--- src/common/jtp_params.svh ---
/*
  Constants of the test-port pin block: instruction codes, FIFO depth, shift
  register lengths, pull control defaults.
  Assumes inclusion by bare name from design and bench files.
*/
`ifndef JTP_PARAMS_SVH
`define JTP_PARAMS_SVH
`define JTP_IR_LEN 4
`define JTP_IR_RESET 4'h1
`define JTP_IR_BYPASS 4'hf
`define JTP_IR_CAPTURE 4'h1
`define JTP_DR_LEN 8
`define JTP_PULL_DIS_RESET 1'b0
`define JTP_FIFO_DEPTH 8
`define JTP_SYNC_STAGES 2
`endif

--- src/common/jtp_pkg.sv ---
/*
  Types of the test-port pin block: the TAP controller state.
  Assumes nothing beyond a SystemVerilog compiler.
*/
`default_nettype none
package jtp_pkg;
  typedef enum logic [3:0] {
    JTP_RESET      = 4'h0,
    JTP_IDLE       = 4'h1,
    JTP_SEL_DR     = 4'h3,
    JTP_CAP_DR     = 4'h2,
    JTP_SHIFT_DR   = 4'h6,
    JTP_EXIT1_DR   = 4'h7,
    JTP_PAUSE_DR   = 4'h5,
    JTP_EXIT2_DR   = 4'h4,
    JTP_UPD_DR     = 4'hc,
    JTP_SEL_IR     = 4'hd,
    JTP_CAP_IR     = 4'hf,
    JTP_SHIFT_IR   = 4'he,
    JTP_EXIT1_IR   = 4'ha,
    JTP_PAUSE_IR   = 4'hb,
    JTP_EXIT2_IR   = 4'h9,
    JTP_UPD_IR     = 4'h8
  } jtp_state_t;
endpackage : jtp_pkg
`default_nettype wire

--- src/verilog/jtp_port.sv ---
/*
  Device end of the serial test port: pin sampling, TAP controller,
  instruction register, bypass and one data register, test data output
  timing, pull resistor controls and a FIFO for words shifted in.
  Assumes test pins arrive asynchronously and are oversampled by clk;
  the test clock must be slower than clk/4 (bench: 160 ns vs 20 ns).
*/
// Behaviour
// - Mode select sampled on rising test clock
// - Data input captured on rising test clock
// - Data output driven only in shift states
// - Data output changes on falling test clock
// - Test clock times all test logic except test reset, which acts on clk
// - Pull-down enabled on test clock pin
// - Mode/data pull-ups on unless disable bit set
// - Low test reset resets TAP on clk, after the two-flop synchroniser
`include "jtp_params.svh"
`default_nettype none
module jtp_port #(
  parameter int IR_LEN = `JTP_IR_LEN,
  parameter int DR_LEN = `JTP_DR_LEN,
  parameter int FIFO_DEPTH = `JTP_FIFO_DEPTH
) (
  input wire logic clk,
  input wire logic rst,
  input wire logic test_clk,
  input wire logic test_mode,
  input wire logic test_din,
  input wire logic test_rst_n,
  output logic test_dout_o,
  output logic test_dout_oe,
  output logic test_clk_pd_en,
  output logic test_mode_pu_en,
  output logic test_din_pu_en,
  output logic test_rst_pu_en,
  input wire logic pull_resistor_disable_register,
  output logic [DR_LEN-1:0] rx_data,
  output logic rx_valid,
  input wire logic rx_ready,
  input wire logic [DR_LEN-1:0] tx_data,
  output logic [IR_LEN-1:0] ir_value,
  output logic [3:0] tap_state
);
  logic tck_s, tms_s, tdi_s, trst_s_n;
  logic tck_prev_q, tck_prev_d;
  logic rise, fall;
  jtp_pkg::jtp_state_t st_q, st_d;
  logic [IR_LEN-1:0] ir_sh_q, ir_sh_d, ir_q, ir_d;
  logic [DR_LEN-1:0] dr_sh_q, dr_sh_d;
  logic byp_q, byp_d;
  logic tdo_q, tdo_d, oe_q, oe_d;
  logic [DR_LEN-1:0] pend_q, pend_d;
  logic pend_v_q, pend_v_d;
  logic fifo_ready;
  logic bypass_sel;
  logic pull_dis_q, pull_dis_d;

  jtp_sync #(.RST_VAL(1'b0)) u_sync_tck (
    .clk(clk), .rst(rst), .d(test_clk), .q(tck_s)
  );
  jtp_sync #(.RST_VAL(1'b1)) u_sync_tms (
    .clk(clk), .rst(rst), .d(test_mode), .q(tms_s)
  );
  jtp_sync #(.RST_VAL(1'b1)) u_sync_tdi (
    .clk(clk), .rst(rst), .d(test_din), .q(tdi_s)
  );
  jtp_sync #(.RST_VAL(1'b0)) u_sync_trst (
    .clk(clk), .rst(rst), .d(test_rst_n), .q(trst_s_n)
  );

  // Edges of the sampled test clock pace every test register
  assign rise = tck_s && !tck_prev_q;
  assign fall = !tck_s && tck_prev_q;
  assign bypass_sel = (ir_q == IR_LEN'(`JTP_IR_BYPASS));

  // Pull enables are pad controls; disabling pulls is a software choice
  always_comb begin
    pull_dis_d = pull_resistor_disable_register;
    test_clk_pd_en = 1'b1;
    test_mode_pu_en = !pull_dis_q;
    test_din_pu_en = !pull_dis_q;
    test_rst_pu_en = !pull_dis_q;
  end

  always_comb begin
    st_d = st_q;
    if (rise) begin
      case (st_q)
        jtp_pkg::JTP_RESET: st_d = tms_s ? jtp_pkg::JTP_RESET : jtp_pkg::JTP_IDLE;
        jtp_pkg::JTP_IDLE: st_d = tms_s ? jtp_pkg::JTP_SEL_DR : jtp_pkg::JTP_IDLE;
        jtp_pkg::JTP_SEL_DR: st_d = tms_s ? jtp_pkg::JTP_SEL_IR : jtp_pkg::JTP_CAP_DR;
        jtp_pkg::JTP_CAP_DR: st_d = tms_s ? jtp_pkg::JTP_EXIT1_DR : jtp_pkg::JTP_SHIFT_DR;
        jtp_pkg::JTP_SHIFT_DR: st_d = tms_s ? jtp_pkg::JTP_EXIT1_DR : jtp_pkg::JTP_SHIFT_DR;
        jtp_pkg::JTP_EXIT1_DR: st_d = tms_s ? jtp_pkg::JTP_UPD_DR : jtp_pkg::JTP_PAUSE_DR;
        jtp_pkg::JTP_PAUSE_DR: st_d = tms_s ? jtp_pkg::JTP_EXIT2_DR : jtp_pkg::JTP_PAUSE_DR;
        jtp_pkg::JTP_EXIT2_DR: st_d = tms_s ? jtp_pkg::JTP_UPD_DR : jtp_pkg::JTP_SHIFT_DR;
        jtp_pkg::JTP_UPD_DR: st_d = tms_s ? jtp_pkg::JTP_SEL_DR : jtp_pkg::JTP_IDLE;
        jtp_pkg::JTP_SEL_IR: st_d = tms_s ? jtp_pkg::JTP_RESET : jtp_pkg::JTP_CAP_IR;
        jtp_pkg::JTP_CAP_IR: st_d = tms_s ? jtp_pkg::JTP_EXIT1_IR : jtp_pkg::JTP_SHIFT_IR;
        jtp_pkg::JTP_SHIFT_IR: st_d = tms_s ? jtp_pkg::JTP_EXIT1_IR : jtp_pkg::JTP_SHIFT_IR;
        jtp_pkg::JTP_EXIT1_IR: st_d = tms_s ? jtp_pkg::JTP_UPD_IR : jtp_pkg::JTP_PAUSE_IR;
        jtp_pkg::JTP_PAUSE_IR: st_d = tms_s ? jtp_pkg::JTP_EXIT2_IR : jtp_pkg::JTP_PAUSE_IR;
        jtp_pkg::JTP_EXIT2_IR: st_d = tms_s ? jtp_pkg::JTP_UPD_IR : jtp_pkg::JTP_SHIFT_IR;
        jtp_pkg::JTP_UPD_IR: st_d = tms_s ? jtp_pkg::JTP_SEL_DR : jtp_pkg::JTP_IDLE;
        default: st_d = jtp_pkg::JTP_RESET;
      endcase
    end
  end

  // Shift paths; capture loads the IR pattern, tx_data and a bypass 0, shift takes the data input
  always_comb begin
    ir_sh_d = ir_sh_q;
    ir_d = ir_q;
    dr_sh_d = dr_sh_q;
    byp_d = byp_q;
    pend_d = pend_q;
    pend_v_d = pend_v_q && !fifo_ready;
    if (rise) begin
      case (st_q)
        jtp_pkg::JTP_CAP_IR: ir_sh_d = IR_LEN'(`JTP_IR_CAPTURE);
        jtp_pkg::JTP_SHIFT_IR: ir_sh_d = {tdi_s, ir_sh_q[IR_LEN-1:1]};
        jtp_pkg::JTP_UPD_IR: ir_d = ir_sh_q;
        jtp_pkg::JTP_CAP_DR: begin
          dr_sh_d = tx_data;
          byp_d = 1'b0;
        end
        jtp_pkg::JTP_SHIFT_DR: begin
          if (bypass_sel) begin
            byp_d = tdi_s;
          end else begin
            dr_sh_d = {tdi_s, dr_sh_q[DR_LEN-1:1]};
          end
        end
        jtp_pkg::JTP_UPD_DR: begin
          if (!bypass_sel) begin
            pend_d = dr_sh_q;
            pend_v_d = 1'b1;
          end
        end
        default: begin
        end
      endcase
    end
  end

  // Output bit and its enable move on falling test clock edges; test reset clears them on clk
  always_comb begin
    tdo_d = tdo_q;
    oe_d = oe_q;
    if (fall) begin
      oe_d = (st_q == jtp_pkg::JTP_SHIFT_IR) || (st_q == jtp_pkg::JTP_SHIFT_DR);
      if (st_q == jtp_pkg::JTP_SHIFT_IR) begin
        tdo_d = ir_sh_q[0];
      end else if (st_q == jtp_pkg::JTP_SHIFT_DR) begin
        tdo_d = bypass_sel ? byp_q : dr_sh_q[0];
      end
    end
    tck_prev_d = tck_s;
  end

  // Test reset: asynchronous by intent, seen here after the synchroniser
  // so that no unsynchronised level reaches the state register.
  always_ff @(posedge clk or posedge rst) begin
    if (rst) begin
      st_q <= jtp_pkg::JTP_RESET;
      ir_sh_q <= IR_LEN'(`JTP_IR_RESET);
      ir_q <= IR_LEN'(`JTP_IR_RESET);
      oe_q <= 1'b0;
      tdo_q <= 1'b0;
    end else if (!trst_s_n) begin
      st_q <= jtp_pkg::JTP_RESET;
      ir_sh_q <= IR_LEN'(`JTP_IR_RESET);
      ir_q <= IR_LEN'(`JTP_IR_RESET);
      oe_q <= 1'b0;
      tdo_q <= 1'b0;
    end else begin
      st_q <= (st_q == jtp_pkg::JTP_RESET && !rise) ? st_q : st_d;
      ir_sh_q <= ir_sh_d;
      ir_q <= (st_q == jtp_pkg::JTP_RESET) ? IR_LEN'(`JTP_IR_RESET) : ir_d;
      oe_q <= oe_d;
      tdo_q <= tdo_d;
    end
  end

  always_ff @(posedge clk or posedge rst) begin
    if (rst) begin
      tck_prev_q <= 1'b0;
      dr_sh_q <= '0;
      byp_q <= 1'b0;
      pend_q <= '0;
      pend_v_q <= 1'b0;
      pull_dis_q <= `JTP_PULL_DIS_RESET;
    end else begin
      tck_prev_q <= tck_prev_d;
      dr_sh_q <= dr_sh_d;
      byp_q <= byp_d;
      pend_q <= pend_d;
      pend_v_q <= pend_v_d;
      pull_dis_q <= pull_dis_d;
    end
  end

  // A word that finds the FIFO full waits in pend; a newer update overwrites it
  jtp_fifo #(.WIDTH(DR_LEN), .DEPTH(FIFO_DEPTH)) u_fifo (
    .clk(clk),
    .rst(rst),
    .in_valid(pend_v_q),
    .in_ready(fifo_ready),
    .in_data(pend_q),
    .out_valid(rx_valid),
    .out_ready(rx_ready),
    .out_data(rx_data)
  );

  assign test_dout_o = tdo_q;
  assign test_dout_oe = oe_q;
  assign ir_value = ir_q;
  assign tap_state = st_q;
endmodule : jtp_port
`default_nettype wire

--- src/verilog/jtp_sync.sv ---
/*
  Two-flop synchroniser for one bit with a reset value.
  Assumes d comes from outside the clk domain.
*/
`default_nettype none
module jtp_sync #(
  parameter logic RST_VAL = 1'b0
) (
  input wire logic clk,
  input wire logic rst,
  input wire logic d,
  output logic q
);
  logic meta_q;
  logic sync_q;
  always_ff @(posedge clk or posedge rst) begin
    if (rst) begin
      meta_q <= RST_VAL;
      sync_q <= RST_VAL;
    end else begin
      meta_q <= d;
      sync_q <= meta_q;
    end
  end
  assign q = sync_q;
endmodule : jtp_sync
`default_nettype wire

--- src/verilog/jtp_fifo.sv ---
/*
  Synchronous FIFO with valid/ready on both sides; read data registered.
  Assumes a single clock; width and depth as parameters, depth a power of 2.
*/
`default_nettype none
module jtp_fifo #(
  parameter int WIDTH = 8,
  parameter int DEPTH = 8
) (
  input wire logic clk,
  input wire logic rst,
  input wire logic in_valid,
  output logic in_ready,
  input wire logic [WIDTH-1:0] in_data,
  output logic out_valid,
  input wire logic out_ready,
  output logic [WIDTH-1:0] out_data
);
  localparam int AW = $clog2(DEPTH);
  logic [WIDTH-1:0] mem_q [DEPTH];
  logic [AW-1:0] wr_q, wr_d, rd_q, rd_d;
  logic [AW:0] cnt_q, cnt_d;
  logic [WIDTH-1:0] dat_q, dat_d;
  logic ov_q, ov_d;
  logic push, pop, load;
  always_comb begin
    in_ready = (cnt_q != (AW+1)'(DEPTH));
    push = in_valid && in_ready;
    load = (cnt_q != '0) && (!ov_q || out_ready);
    pop = load;
    wr_d = push ? wr_q + 1'b1 : wr_q;
    rd_d = pop ? rd_q + 1'b1 : rd_q;
    cnt_d = cnt_q + (AW+1)'(push) - (AW+1)'(pop);
    dat_d = load ? mem_q[rd_q] : dat_q;
    ov_d = load ? 1'b1 : (out_ready ? 1'b0 : ov_q);
  end
  always_ff @(posedge clk) begin
    if (push) begin
      mem_q[wr_q] <= in_data;
    end
  end
  always_ff @(posedge clk or posedge rst) begin
    if (rst) begin
      wr_q <= '0;
      rd_q <= '0;
      cnt_q <= '0;
      dat_q <= '0;
      ov_q <= 1'b0;
    end else begin
      wr_q <= wr_d;
      rd_q <= rd_d;
      cnt_q <= cnt_d;
      dat_q <= dat_d;
      ov_q <= ov_d;
    end
  end
  assign out_valid = ov_q;
  assign out_data = dat_q;
endmodule : jtp_fifo
`default_nettype wire

--- config.mk ---
export PLATFORM = sky130hd
export DESIGN_NAME = jtp_port
export DESIGN_NICKNAME = d
export VERILOG_FILES = /design/src/common/jtp_pkg.sv /design/src/verilog/jtp_port.sv /design/src/verilog/jtp_sync.sv /design/src/verilog/jtp_fifo.sv
export VERILOG_INCLUDE_DIRS = /design/src /design/src/common
export SDC_FILE = /design/constraint.sdc
export NUM_CORES = 1
export LEC_CHECK = 0
export ABC_AREA = 1
export BUFFER_PORTS_ARGS = -buffer_cell sky130_fd_sc_hd__buf_2
export CAP_MARGIN = 25
export CORE_MARGIN = 2
export CORE_UTILIZATION = 49
export CTS_CLUSTER_DIAMETER = 80
export CTS_CLUSTER_SIZE = 20
export DETAILED_ROUTE_END_ITERATION = 8
export PLACE_DENSITY = 0.65
export REMOVE_ABC_BUFFERS = 1
export SYNTH_ARGS = -nofsm -noshare
export SYNTH_HDL_FRONTEND = slang
export SYNTH_SLANG_ARGS = --single-unit
--- constraint.sdc ---
create_clock -name clk -period 3 [get_ports clk]
set_input_delay 0.3 -clock clk [delete_from_list [all_inputs] [get_ports clk]]
set_output_delay 0.3 -clock clk [all_outputs]
set_load 0.03 [all_outputs]
==> flow_summary.toml <==
[layout]
drive_above_1_share_pct = 15.9
antenna_cells = 0
mostFrequentLayoutCell = "nand2_1"
instances_no_fill = 724
final_cell_mix = "108 x nand2_1, 78 x nor2_1, 64 x edfxtp_1, 58 x o21ai_0, 55 x dfrtp_1"
area_delta_synth_final_pct = 16.0
n_fill_cell = 918
nets = 596

[sta]
period_share_pct = 73.9
rsz0062_at_grt = "no"
fmax_mhz = 451
worst_slack_ns = 0.782
timing_hold_violations_final = 15
relSlewSlack_pct = 36.7
finClkSkew_ns = 0.00874
setup_viol = 0
fin_crit_ns = 2.22
whs_ns = -0.00804
slew_violations = 0
worst_slew_pin_slew_ns = 0.948
fin_setup_tns_ns = 0

[place]
dpl.cell_count = 687
dp_slack_ns = 0.784
hpwlAfterDp_mm = 7.29
portBuffers = 37
gp_congestion = 0.897

[global_route]
grtUsageTotal_pct = 21.0
grt_pass1_wl_mm = 18.3
grt_max_degree = 62
antenna_found_initial = 0
grt_pass1_vias = 3663
grt_overflow = 0

[routing]
wirelength_mm = 11.1
wire_per_inst_um = 15.4
viasPerCell = 5.10
vias = 3691
ant_nets = 0
firstDrtPassIters = 5
drtIter0Drc = 279
drcViolationCount = 0

[power_and_ir_drop]
power_mw = 4.99
pwr_density_cell_nw_per_um2 = 799
peakVddDrop_v = 0.000557
power_leakage_nw = 2.63

[synthesis]
seq_area_frac_synth_pct = 64.1
synth_flop_cell = "edfxtp_1"
synth_cell_types = 36
syn-cell-area_um2 = 5390
synth_edf_count = 64
synth_area_leaders = "edfxtp_1 36%, dfrtp_1 26%, nand2_1 7.5%, nor2_1 5.4%, o21ai_0 5.4%"
synth_warnings = 0
ys_ff_latch = 125
synth_cells = 527
yosysTopAreaCell = "edfxtp_1"
avgSynthCellArea_um2 = 10.2
async_flop_share_pct = 48.8
netlist.area_leader.share_pct = 35.7

[min_path]
hp-class = "in2async"

[die]
initial_core_util_pct = 49.9
die_y_um = 109
fp-row-count = 38
coreArea_um2 = 10800
fp.dieArea_um2 = 11900
die_w_um = 109
io_pins = 39

[worst_setup_path]
crit_fanout = 12
worst-endpoint-required_ns = 3.41
critical_path_arrival_ns = 2.63
start_kind = "flip-flop"
r2r_cells = 10
path_class = "reg2reg"
end_kind = "flip-flop"

[clock_network]
numClockSinks = 125
cts_buffers = 17
htree_levels = 4
cts.clk_slew.worst_paths_ns = 0.06
cts_tree = "yes"
clock_latency_ns = 0.53
clock-root-buffer = "clkbuf_8"
cts_max_path_buffers = 2

[run_status]
status = "finished, violations left"
violations = "hold timing"

[job]
maxCapViolCount = 0
-- logic make-up (layout without fill, tap and decap cells) --
logic type | after synthesis | count (layout) | share of synthesized area (%)
and+or+nand+nor | 234 | 234 | 18.4
adders and majority gates | 9 | 9 | 2.23
DFF | 125 | 125 | 64.1
AOI/OAI and AO/OA | 84 | 84 | 8.66
xor gates and xnor gates | 5 | 5 | 0.813
other | 1 | 1 | 0.0696
buffers and inverters | 69 | 126 | 5.67
-- path summary, 6_finish.rpt --
check                                        start                 end  slack [ns]
min in group clk                          rx_ready    u_fifo.out_valid        0.04
worst max register to register     u_fifo.cnt_q[1]     u_fifo.cnt_q[1]        0.78
worst min register to register  u_sync_trst.meta_q       u_sync_trst.q        0.35
max in group asynchronous                      rst           pend_q[7]        2.48
worst min-delay path                           rst  u_fifo.out_data[6]      -0.008
worst max-delay path               u_fifo.cnt_q[1]     u_fifo.cnt_q[1]        0.78
-- routing by layer --
layer / vias to the layer above / GRT usage (%) / routed length, µm
met2: 109 / 35.8 / 5730
met3: 13 / 5.98 / 542
li1: 1836 / - / -
met1: 1733 / 24.9 / 4710
met5: - / 0 / 0
met4: 0 / 8.61 / 167
-- metrics by stage --
stage	hold WS [ns]	util, %	cell area [µm²]
after floorplan	0.304	-	5260
after global placement	0.337	52.4	5650
after detailed placement	0.343	52.4	5650
after CTS	0.0135	57.9	6250
after global routing	0.0519	57.9	6250
final	-0.00804	57.9	6250
-- timing repair --
item | 4_1_cts | 5_1_grt
buffers inserted | 0 | 0
resized for setup | 0 | 0
endpoints found under the hold margin | 5 | 0
hold buffers | 5 | 0
-- synthesized netlist by cell type (2+ instances only) --
cell / number
nand2_1: 108
nor2_1: 78
edfxtp_1: 64
o21ai_0: 58
dfrtp_1: 55
inv_1: 43
nand3_1: 35
clkbuf_1: 9
o21ai_1: 9
ha_1: 8
o211ai_1: 8
buf_2: 6
dfstp_2: 6
buf_4: 4
a21oi_1: 3
inv_2: 3
xor2_1: 3
clkinv_1: 2
nand2_2: 2
nand2_4: 2
nand4_1: 2
nor2_4: 2
o21ai_2: 2
or2_2: 2
xnor2_1: 2
-- report_power, final --
| group | internal, mW | switching, mW |
|---|---|---|
| sequential | 1.92 | 0.0771 |
| clock | 1.17 | 0.719 |
| combinational | 0.348 | 0.763 |
| total | 3.43 | 1.56 |
-- critical path, stage by stage (launching register included) --
cell and delay (ns):
dfrtp_1 0.42, nor2_1 0.19, nand2_1 0.07, nand2_1 0.08
inv_1 0.17, ha_1 0.34, inv_1 0.06, ha_1 0.15
inv_1 0.06, fa_1 0.51, inv_1 0.05
-- sequential cells by signal, summed over array words and instances (netlist names), 4 cells and up --
name / count
ir_value: 4
dr_sh_q: 8
ir_sh_q: 4
pend_q: 8
u_fifo.mem_q: 64
u_fifo.out_data: 8
tap_state: 4
u_fifo.cnt_q: 4
-- area by class of cell --
class                           instances  area [µm²]  share of cell area (%)
Sequential cell                       125        3460                    55.3
Multi-Input combinational cell        333        1630                    26.0
Clock buffer                           19         422                    6.75
Timing Repair Buffer                   46         265                    4.25
Inverter                               48         180                    2.88
Tap cell                              140         175                    2.80
Clock inverter                         13         124                    1.98
(Power assumes the default switching activity.)
